**src/verilog/cbsd_defs.svh**
```systemverilog
// constants for the conditional byte-set and frame decoder
// assumes one 10 MHz core clock; counts are in core clocks
// Summary of operation
// - 0F 98 with ModRM reg 000 set_byte_on_negative byte when sign flag set.
// - 0F 99 with ModRM reg 000 set_byte_on_negative byte when sign flag clear.
// - 0F 9A with ModRM reg 000 set_byte_on_negative byte when parity flag set.
// - 0F 9B with ModRM reg 000 set_byte_on_negative byte when parity flag clear.
// - Every byte-set takes 4 clocks to register, 5 to memory.
// - Signed lower, not lower, lower-or-same and strictly higher variants exist.
// - Unsigned higher is true when neither below nor equal.
// - Frame create: 16-bit displacement, 8-bit level; 10, 12, 15+4(n-1) clocks.
// - Frame release is one opcode byte, no operands, 4 clocks.
`ifndef CBSD_DEFS_SVH
`define CBSD_DEFS_SVH

// ============================================================
// opcode fields
`define CBSD_OPC_ESCAPE 8'h0F
`define CBSD_OPC_SET_HI 4'h9
`define CBSD_OPC_FRAME_CREATE 8'hC8
`define CBSD_OPC_FRAME_RELEASE 8'hC9
`define CBSD_MODRM_REG_SET 3'h0
`define CBSD_MODRM_MOD_REG 2'h3

// ============================================================
// condition codes named by the low opcode nibble
`define CBSD_CC_NEGATIVE 4'h8
`define CBSD_CC_NONNEGATIVE 4'h9
`define CBSD_CC_EVEN_PARITY 4'hA
`define CBSD_CC_ODD_PARITY 4'hB
`define CBSD_CC_UNSIGNED_HIGHER 4'h7
`define CBSD_CC_SIGNED_HIGHER 4'hF
`define CBSD_CC_SIGNED_LOWER 4'hC
`define CBSD_CC_SIGNED_NOT_LOWER 4'hD
`define CBSD_CC_SIGNED_LOWER_OR_SAME 4'hE

// ============================================================
// clock counts
`define CBSD_SET_REG_CLKS 11'h004
`define CBSD_SET_MEM_CLKS 11'h005
`define CBSD_FC_L0_CLKS 11'h00A
`define CBSD_FC_L1_CLKS 11'h00C
`define CBSD_FC_LN_BASE_CLKS 11'h00F
`define CBSD_FC_LN_STEP_CLKS 11'h004
`define CBSD_FR_CLKS 11'h004

`endif

```
**src/verilog/cbsd_pkg.sv**
```systemverilog
// types for the conditional byte-set and frame decoder
// assumes cbsd_defs.svh supplies all numeric constants
package cbsd_pkg;

    typedef enum logic [1:0] {
        CBSD_OP_NONE,
        CBSD_OP_SET_BYTE,
        CBSD_OP_FRAME_CREATE,
        CBSD_OP_FRAME_RELEASE
    } cbsd_op_t;

    typedef struct packed {
        logic [7:0] opcode0;
        logic [7:0] opcode1;
        logic [7:0] modrm;
        logic [15:0] disp;
        logic [7:0] level;
    } cbsd_instr_t;

    typedef struct packed {
        logic carry;
        logic parity;
        logic zero;
        logic sign;
        logic overflow;
    } cbsd_flags_t;

    typedef struct packed {
        logic to_memory;
        logic [7:0] modrm;
        logic [7:0] value;
    } cbsd_result_t;

    typedef struct packed {
        logic [15:0] disp;
        logic [7:0] level;
    } cbsd_frame_t;

endpackage

```
**src/verilog/cbsd_decoder.sv**
```systemverilog
// decode and timing of the byte-set group and frame create/release
// assumes the fetch stage holds instr_in and flags_in stable while issue_in is high
`timescale 1ns/1ps
`include "cbsd_defs.svh"

module cbsd_decoder
    import cbsd_pkg::*;
(
    input wire logic clock_in,
    input wire logic sys_rst_in,
    input wire logic issue_in,
    input wire cbsd_instr_t instr_in,
    input wire cbsd_flags_t flags_in,
    output logic ready_out,
    output logic illegal_out,
    output logic done_out,
    output logic byte_write_out,
    output logic flags_write_out,
    output cbsd_op_t op_out,
    output cbsd_result_t result_out,
    output cbsd_frame_t frame_out
);

    // ============================================================
    // functions
    function automatic logic cond_eval(input cbsd_flags_t f, input logic [3:0] cc);
        logic base;
        base = 1'b0;
        unique case (cc[3:1])
            3'h0: base = f.overflow;
            3'h1: base = f.carry;
            3'h2: base = f.zero;
            3'h3: base = f.carry | f.zero;
            3'h4: base = f.sign;
            3'h5: base = f.parity;
            3'h6: base = f.sign ^ f.overflow;
            3'h7: base = f.zero | (f.sign ^ f.overflow);
        endcase
        // odd codes are the complement of the even code below them
        return base ^ cc[0];
    endfunction

    function automatic logic [10:0] frame_clks(input logic [7:0] lvl);
        logic [10:0] n;
        n = {3'h0, lvl};
        if (lvl == 8'h00) begin
            return `CBSD_FC_L0_CLKS;
        end else if (lvl == 8'h01) begin
            return `CBSD_FC_L1_CLKS;
        end
        return 11'(`CBSD_FC_LN_BASE_CLKS + `CBSD_FC_LN_STEP_CLKS * (n - 11'h001));
    endfunction

    // ============================================================
    // decode
    typedef enum logic {ST_IDLE, ST_RUN} cbsd_state_t;

    cbsd_state_t state_reg;
    logic [10:0] count_reg;
    cbsd_op_t dec_op;
    logic [10:0] dec_clks;
    logic accept;
    logic is_mem;

    assign is_mem = instr_in.modrm[7:6] != `CBSD_MODRM_MOD_REG;

    always_comb begin
        dec_op = CBSD_OP_NONE;
        dec_clks = 11'h000;
        if (instr_in.opcode0 == `CBSD_OPC_ESCAPE && instr_in.opcode1[7:4] == `CBSD_OPC_SET_HI
                && instr_in.modrm[5:3] == `CBSD_MODRM_REG_SET) begin
            dec_op = CBSD_OP_SET_BYTE;
            dec_clks = is_mem ? `CBSD_SET_MEM_CLKS : `CBSD_SET_REG_CLKS;
        end else if (instr_in.opcode0 == `CBSD_OPC_FRAME_CREATE) begin
            dec_op = CBSD_OP_FRAME_CREATE;
            dec_clks = frame_clks(instr_in.level);
        end else if (instr_in.opcode0 == `CBSD_OPC_FRAME_RELEASE) begin
            dec_op = CBSD_OP_FRAME_RELEASE;
            dec_clks = `CBSD_FR_CLKS;
        end
    end

    assign ready_out = state_reg == ST_IDLE;
    assign accept = ready_out && issue_in && dec_op != CBSD_OP_NONE;
    assign illegal_out = ready_out && issue_in && dec_op == CBSD_OP_NONE;
    assign done_out = state_reg == ST_RUN && count_reg == 11'h001;
    assign byte_write_out = done_out && op_out == CBSD_OP_SET_BYTE;
    // status flags are never touched by this group
    assign flags_write_out = 1'b0;

    // ============================================================
    // sequencing: the accept cycle counts as the first clock
    always_ff @(posedge clock_in) begin
        if (sys_rst_in) begin
            state_reg <= ST_IDLE;
            count_reg <= 11'h000;
        end else begin
            unique case (state_reg)
                ST_IDLE: begin
                    if (accept) begin
                        state_reg <= ST_RUN;
                        count_reg <= dec_clks - 11'h001;
                    end
                end
                ST_RUN: begin
                    count_reg <= count_reg - 11'h001;
                    if (count_reg == 11'h001) begin
                        state_reg <= ST_IDLE;
                    end
                end
            endcase
        end
    end

    // ============================================================
    // operand capture
    always_ff @(posedge clock_in) begin
        if (sys_rst_in) begin
            op_out <= CBSD_OP_NONE;
            result_out <= '0;
            frame_out <= '0;
        end else if (accept) begin
            op_out <= dec_op;
            if (dec_op == CBSD_OP_SET_BYTE) begin
                result_out.to_memory <= is_mem;
                result_out.modrm <= instr_in.modrm;
                result_out.value <= {7'h00, cond_eval(flags_in, instr_in.opcode1[3:0])};
            end
            if (dec_op == CBSD_OP_FRAME_CREATE) begin
                frame_out.disp <= instr_in.disp;
                frame_out.level <= instr_in.level;
            end else begin
                frame_out <= '0;
            end
        end
    end

    logic acc_set_reg;
    logic acc_set_mem;
    logic [3:0] acc_cc;
    assign acc_set_reg = accept && dec_op == CBSD_OP_SET_BYTE && !is_mem;
    assign acc_set_mem = accept && dec_op == CBSD_OP_SET_BYTE && is_mem;
    assign acc_cc = instr_in.opcode1[3:0];
endmodule

```
**config.mk**
```make
export PLATFORM = sky130hd
export DESIGN_NAME = cbsd_decoder
export DESIGN_NICKNAME = d
export VERILOG_FILES = /design/src/verilog/cbsd_pkg.sv /design/src/verilog/cbsd_decoder.sv
export VERILOG_INCLUDE_DIRS = /design/src /design/src/verilog
export SDC_FILE = /design/constraint.sdc
export NUM_CORES = 1
export LEC_CHECK = 0
export BUFFER_PORTS_ARGS = -buffer_cell sky130_fd_sc_hd__buf_2
export CAP_MARGIN = 10
export CELL_PAD_IN_SITES_DETAIL_PLACEMENT = 1
export CELL_PAD_IN_SITES_GLOBAL_PLACEMENT = 1
export CORE_MARGIN = 5
export CORE_UTILIZATION = 39
export CTS_CLUSTER_SIZE = 25
export DETAILED_ROUTE_END_ITERATION = 6
export PLACE_DENSITY = 0.89
export SYNTH_ARGS = -nofsm -noshare
export SYNTH_HDL_FRONTEND = slang
export SYNTH_SLANG_ARGS = --single-unit
```
**constraint.sdc**
```tcl
create_clock -name clock_in -period 5.7 [get_ports clock_in]
set_input_delay 0.57 -clock clock_in [delete_from_list [all_inputs] [get_ports clock_in]]
set_output_delay 0.57 -clock clock_in [all_outputs]
set_load 0.01 [all_outputs]
```
* Word level (Yosys, flattened, before mapping)
Cells that the tools add are included. Widths: inputs -> output; s select.
Storage, ports and cells: register bits 48, bits in latches 0, memories 0, word-level logic and storage cells 72, input port bits 56, memory bits (read-only) 0, RAM bits 0
Operators by class: bitwise operators 5, $mul 0, reductions and logical operators 13, order comparisons 0, muxes and demuxes 24, shift-type cells 0, divide/modulo/power cells 0, eq/ne operators 18, add/sub/neg operators 4
Operator list (count):
- $mux 11 | 6
- $mux 24 | 1
- $pmux 11 s2 | 1
- $sub 11x1->11 const B | 2
- $eq 8x8->1 const B | 2
- $eq 3x3->1 const B | 4
- $add 4x11->11 const A | 1
- $eq 11x1->1 const B | 1
- $mux 1 | 10
- $sub 8x1->9 const B | 1
- $eq 8x1->1 const B | 1
- $eq 8x4->1 const B | 1
- $logic_not 8->1 | 1
- $pmux 1 s8 | 1
- $logic_and 1x1->1 | 7
- $eq 3x2->1 const B | 2
- $logic_not 3->1 | 2
- $mux 2 | 3
- $eq 2x1->1 const B | 2
- $eq 4x4->1 const B | 1
- $eq 3x1->1 const B | 1
- $mux 3 | 1
- $eq 2x2->1 const B | 1
- $logic_not 2->1 | 1
- 8 further kinds | 10

* Logic depth before layout (Yosys ltp)
Gate-level depths: netlist (run 1).
depth after elaboration 11, gate-level depth with buffers 13, mapped depth without buffers 12

* Worst setup path before layout (run 1)
OpenSTA, ideal clock, no wires.
kind in2reg, start input port instr_in[4] (netlist name), end register count_reg[10], data required time 5.582 ns, library setup time 0.118 ns, setup slack 2.785 ns, stages on the path 12, buffers on the path 2, data arrival time 2.796 ns, cell sequence buf_6 -> or3_1 -> buf_2 -> or3_1 -> a32oi_1 -> ha_1 -> inv_1 -> a211oi_1 -> a31oi_1 -> nor2_1 -> o221a_1 -> nand2_1
On the way: longest elaborated chain between the ends 11
Ends and longest elaborated chain:
- start, declared | RTL line cbsd_decoder.sv:12 | input wire cbsd_instr_t instr_in,
- branches (longest 5 deep; another with $add 4x11->11)
- $mux 11 (*) | RTL line cbsd_decoder.sv:51 | return 11'(`CBSD_FC_LN_BASE_CLKS + `CBSD_FC_LN_STEP_CLKS * (n - 11'h001));
- $mux 11 (*) | RTL line cbsd_decoder.sv:74 | end else if (instr_in.opcode0 == `CBSD_OPC_FRAME_CREATE) begin
- $mux 11 (*) | RTL line cbsd_decoder.sv:70 | if (instr_in.opcode0 == `CBSD_OPC_ESCAPE && instr_in.opcode1[7:4] == `CBSD_OPC_SET_HI
- $sub 11x1->11 (*) | RTL line cbsd_decoder.sv:102 | count_reg <= dec_clks - 11'h001;
- $mux 11 (*) | RTL line cbsd_decoder.sv:100 | if (accept) begin
- $pmux 11 s2 (*) | RTL line cbsd_decoder.sv:98 | unique case (state_reg)
- end signal, assigned | RTL line cbsd_decoder.sv:102
- end signal, assigned | RTL line cbsd_decoder.sv:106 | count_reg <= count_reg - 11'h001;
- end, declared | RTL line cbsd_decoder.sv:59 | logic [10:0] count_reg;
Every way passes the cells marked *. The select of a mux whose other input is x is not followed. A chain may end at the register's enable or synchronous reset.

* Final worst setup path (run 1)
start input port instr_in[6] (netlist name), end register count_reg[8]
The elaborated chain is that of the path after synthesis.

==> results of run 1 <==
## power by group through the flow
stage / clock network, mW / logic (mW) / registers [mW]
after floorplan: 0 / 0.0775 / 0.349
after global placement: 0 / 0.108 / 0.351
after detailed placement: 0 / 0.113 / 0.351
after CTS: 0.256 / 0.114 / 0.343
after global routing: 0.269 / 0.126 / 0.344
final: 0.251 / 0.115 / 0.343
## stage by stage
stage	total power, mW	area, µm²	utilization [%]
floorplan	0.4264	3042	-
global placement	0.4592	3520	46.02
CTS	0.7126	3627	47.43
finish	0.7090	3627	47.43
global route	0.7390	3627	47.43
detailed placement	0.4637	3520	46.02
## cell families (layout without fill, tap and decap cells)
logic type / after synthesis / count (layout)
AND/OR/NAND/NOR: 160 / 160
AO/OA/AOI/OAI: 97 / 97
flip-flops: 48 / 48
buffers and inverters: 43 / 120
XOR/XNOR: 18 / 18
multiplexers: 10 / 10
adder cells (fa/ha/maj): 9 / 9
other: 1 / 8
## cell usage in the layout (no fill, tap or decap), types with 8 or more instances in the layout
| master | count |
|---|---|
| a21oi_1 | 41 |
| ha_1 | 9 |
| buf_2 | 95 |
| xnor2_1 | 14 |
| nor2_1 | 30 |
| nand2_1 | 39 |
| mux2i_1 | 8 |
| nand3_1 | 32 |
| nor3_1 | 13 |
| dfxtp_1 | 48 |
| o21ai_0 | 11 |
| inv_1 | 13 |
| a31oi_1 | 10 |
| conb_1 | 8 |
## layout make-up
cell class	count	area [µm²]
clock buffers	6	72.57
clock inverters	2	35.03
fillers	1003	4020
inverters	14	52.55
multi-input cells	302	1881
flip-flops and latches	48	960.9
well taps	102	127.6
repair buffers	98	498.0
## worst max-delay path, delay by kind of cell
kind                       cells  cell delay [ps]
adders and majority gates      1              190
AOI/OAI and AO/OA              4              840
buffers and inverters          2              200
xor gates and xnor gates       1              190
and+or+nand+nor                3             1220
## per-layer routing
metal / part of all wire, % / GRT usage, % / wire (µm)
met1: 43 / 23.31 / 4115
met3: 3.4 / 3.000 / 320
met5: 0 / 0 / 0
met2: 52 / 35.65 / 4976
met4: 1.4 / 5.751 / 130
## worst max-delay path by stage
stage                      startpoint            end  depth (start not counted)
after floorplan           instr_in[4]  count_reg[10]                         12
after global placement    instr_in[6]  count_reg[10]                         11
after detailed placement  instr_in[6]   count_reg[8]                         11
final                     instr_in[6]   count_reg[8]                         11
after global routing      instr_in[5]   count_reg[8]                         11
after CTS                 instr_in[6]   count_reg[8]                         11
==> metrics.yaml, run 1 <==
outcome: "finished clean"
die_h_um: 97.93
dp.cells: 564
syn-instance-count: 386
hpwl_um: 7217
cp-start-kind: "input pin"
ys_top_cells_by_area: "dfxtp_1, a21oi_1, nand3_1"
drv_cap: 0
synthArstFlopShare_pct: 0
crit_required_ps: 5890
crit_arrival_ps: 3200
criticalPathCategory: "in -> reg"
grt_pass1_vias: 3308
mappedNetlistArea_um2: 3015
pre_cts_slack_ps: 2365
combPwrFrac_pct: 16.2
clk_latency_ps: 300
grt_pass1_wl_um: 15790
final_cells: 572
grt_max_degree: 48
slew_viol_final: 0
cts_sinks: 48
final_layout_size_suffix_gt1_share_pct: 27.02
rows: 32
yosysMostFrequentCell: "dfxtp_1"
synthDistinctLibCells: 67
worstPathCellList: "buf_2 > or3_1 > or3_1 > a32oi_1 > ha_1 > inv_1 > a211oi_1 > a31oi_1 > nor2_1 > xor2_1 > a21oi_1"
fin_crit_ps: 3014
grt_use_total_pct: 19.47
rsz0062_at_grt: "false"
p_int_uw: 516.7
holdCritPathClass: "reg -> reg"
reg2reg_to: "count_reg[10]"
cts.repair.resized: 0
routedWlPerCell_um: 16.68
crit_path_top_delay_cell: "or3_1"
min-delay-start: "frame_out[10]"
reg2reg_from: "state_reg"
yosysTopAreaCell: "dfxtp_1"
clk_path_buf_depth: 2
ctsHoldBuffers: 0
synth_fa_ha_area_share_pct: 3.734
rrSetupSlack_ps: 3050
p_per_area_nw_per_um2: 195.5
post-route-period-util_pct: 52.87
tightest_slew_ps: 889.7
clkSlewWorstSetupHoldPaths_ps: 90
synth_compound_area_share_pct: 21.08
setup_viol: 0
synth.top_cell.area_share_pct: 31.87
firstDrtPassIters: 4
switching_share_pct: 27.13
area_growth_pct: 20.29
synth_flop_cell: "dfxtp_1"
cts_buffers: 5
hold_depth: 2
vias_per_cell: 5.505
initial_core_util_pct: 39.43
finalClockSkew_ps: 5.304
largest_reg_flops: 24
vias: 3149
holdWs_ps: 457.9
tns_ps: 0
power.share.clock_pct: 35.5
synthSimpleGateAreaFrac_pct: 27.30
htree_num_levels: 2
hold_viol_final: 0
dieArea_um2: 9590
ys_warn_count: 0
seq_area_frac_synth_pct: 31.87
worstPathMaxFanout: 6
cp-end-kind: "flip-flop"
portBuffers: 95
ant_nets: 0
root_buffer: "clkbuf_8"
p_switching_uw: 192.3
power_leakage_nw: 1.456
drt-total-wl_um: 9542
synth_top_family_by_area: "simple AND/OR/NAND/NOR gates"
gp_congestion: 0.8556
final_nets: 534
synth.ff_latch_count: 48
reg2regPathDepth: 8
n_antenna_cell: 0
syn_area_per_cell_um2: 7.812
muxShareOfSynthArea_pct: 3.402
cts_tree: "done"
max_stage_delay_ps: 520
drt_iter0_markers: 145
worst_slack_ps: 2686
fmax_ghz: 0.3318
cts_setup_buffers: 0
ys_top_cells_by_count: "dfxtp_1, a21oi_1, nand2_1"
vdd_drop_max_v: 0.0001018
core-area_um2: 7647
io-pin-count: 104
die_width_um: 97.93
p_seq_share_pct: 48.4
holdPathEnd: "frame_out[10]"
antenna_found_initial: 0
max_slew_margin_pct: 40.69
synthXorXnorAreaFrac_pct: 5.685
grt_overflow_total: 0
drc: 0
synth_edf_count: 0
crit_top_cell: "or3_1"
Power figures use the tool's default switching activity.
==> inputs of run 2 (changes only) <==
- CORE_UTILIZATION: 39 -> 36
- PLACE_DENSITY: 0.89 -> 0.84
- clock period: 5.7 -> 2.9 ns (I/O delays scaled with it)
==> run 2 against run 1 <==
Compared with the run above:
- clock skew is 4.5 ps higher
- clock power up 100%
- core utilization fell by 1.8 points
- die area is 7.5% higher
- register-to-register slack got worse by 2300 ps
- critical path type unchanged
- critical endpoint is now count_reg[10]
- largest cell class unchanged
==> metrics.yaml, run 2 (synthesis gave the netlist of run 1 again) <==
crit_family: "simple AND/OR/NAND/NOR gates"
dp.cells: 577  # +2.3%
worstPathMaxFanout: 5  # -1
setup_viol: 0  # unchanged
n_antenna_cell: 0  # unchanged
final_layout_size_suffix_gt1_share_pct: 28.75  # +1.7 points
gp_congestion: 0.9260  # +8.2%
crit_path_top_delay_cell: "or3_1"
timing.critical_path.buf_inv: 2  # unchanged
p_switching_uw: 372.4  # +94%
combPwrFrac_pct: 16.5  # +0.3 points
drt-total-wl_um: 9419  # -1.3%
grt_overflow_total: 0  # unchanged
portBuffers: 95  # unchanged
crit_arrival_ps: 2750  # -450 ps
vias: 3154  # +0.16%
max_slew_margin_pct: 58.40  # +18 points
power_leakage_nw: 1.513  # +3.9%
outcome: "finished clean"
fmax_ghz: 0.3931
ctsHoldBuffers: 0  # unchanged
p_seq_share_pct: 47.4  # -1.0 points
routedWlPerCell_um: 16.10  # -3.5%
cts.repair.resized: 0  # unchanged
firstDrtPassIters: 4  # unchanged
hold_viol_final: 0  # unchanged
largest_reg_flops: 24  # unchanged
final_cells: 585  # +2.3%
die_width_um: 101.5  # +3.7%
cts_tree: "done"
clk_path_buf_depth: 2  # unchanged
clkSlewWorstSetupHoldPaths_ps: 90  # about the same
grt_pass1_vias: 3239  # -2.1%
area_growth_pct: 23.78
rsz0062_at_grt: "false"
io-pin-count: 104  # unchanged
cts_buffers: 5  # unchanged
rows: 33  # +3.1%
dieArea_um2: 10310  # +7.5%
core-area_um2: 8175  # +6.9%
fin_crit_ps: 2544
drt_iter0_markers: 115  # -21%
cts_sinks: 48  # unchanged
hpwl_um: 7429  # +2.9%
power.share.clock_pct: 36.2  # +0.7 points
finalClockSkew_ps: 9.758  # +4.454 ps
crit_top_cell: "or3_1"
antenna_found_initial: 0  # unchanged
tightest_slew_ps: 618.9  # -270.8 ps
grt_pass1_wl_um: 15210  # -3.7%
mostFrequentLayoutCells: "buf_2, dfxtp_1, a21oi_1"
holdCritPathClass: "in -> reg"
htree_num_levels: 2  # unchanged
cts_setup_buffers: 0  # unchanged
switching_share_pct: 26.21  # -0.92 points
cp-end-kind: "flip-flop"
cp-start-kind: "input pin"
final_nets: 544  # +1.9%
crit_required_ps: 3100  # -2790 ps
initial_core_util_pct: 36.88  # -2.5 points
vias_per_cell: 5.391  # -2.1%
max_stage_delay_ps: 430  # -90 ps
vdd_drop_max_v: 0.0002326  # +130%
p_per_area_nw_per_um2: 380.8  # +95%
drv_cap: 0  # unchanged
slew_viol_final: 0  # unchanged
tns_ps: 0  # unchanged
criticalPathCategory: "in -> reg"
die_h_um: 101.5  # +3.7%
grt_max_degree: 34  # -29%
clk_latency_ps: 300  # about the same
drc: 0  # unchanged
grt_use_total_pct: 18.19  # -1.3 points
worstPathCellList: "buf_2 > or3_1 > or3_1 > a32oi_1 > ha_1 > inv_1 > a211oi_1 > a31oi_1 > nor2_1 > o221a_1 > nand2_1"
root_buffer: "clkbuf_8"
post-route-period-util_pct: 87.73
final_common_cell: "buf_2"
p_int_mw: 1.049  # +100%
ant_nets: 0  # unchanged
p_total_mw: 1.421  # +100%
run 2: final timing paths:
kind           startpoint             to  slack (ps)  cells past startpoint
min          instr_in[24]  result_out[8]         240                      3
min reg2reg  frame_out[9]   frame_out[9]         450                      2
max reg2reg     state_reg  count_reg[10]         750                      8
max           instr_in[7]  count_reg[10]         360                     11
run 2: tightest hold or removal path: stages:
cell     delay [ps]
buf_2            80
mux2i_1          60
nor2_1           80
run 2: area by class of cell:
type / instances / area, µm²
Inverter: 14 / 52.55
Fill cell: 1062 / 4443
Tap cell: 105 / 131.4
Clock buffer: 6 / 82.58
Multi-Input combinational cell: 302 / 1881
Timing Repair Buffer: 108 / 585.6
Sequential cell: 48 / 960.9
Clock inverter: 2 / 38.79
run 2: per-stage QoR:
step / instance area [µm²] / setup WS (ps) / hold WS [ps] / util (%)
after floorplan: 3042 / 265.4 / 437.2 / -
after global placement: 3611 / 216.9 / 435.6 / 44.17
after detailed placement: 3611 / 59.90 / 438.8 / 44.17
after CTS: 3732 / 397.7 / 227.0 / 45.65
after global routing: 3732 / 166.6 / 229.9 / 45.65
final: 3732 / 355.9 / 235.2 / 45.65
run 2: metal layers:
metal | share of wire, % | track usage [%]
met2 | 51 | 31.84
met4 | 2.9 | 7.464
met5 | 0 | 0
met3 | 3.8 | 3.375
met1 | 42 | 21.83
run 2: power groups by stage:
stage                     Sequential [mW]  Clock, mW  Combinational, mW
after global placement              0.688          0              0.224
after floorplan                     0.686          0              0.152
after global routing                0.675      0.560              0.260
after detailed placement            0.688          0              0.233
final                               0.673      0.514              0.234
after CTS                           0.673      0.528              0.234
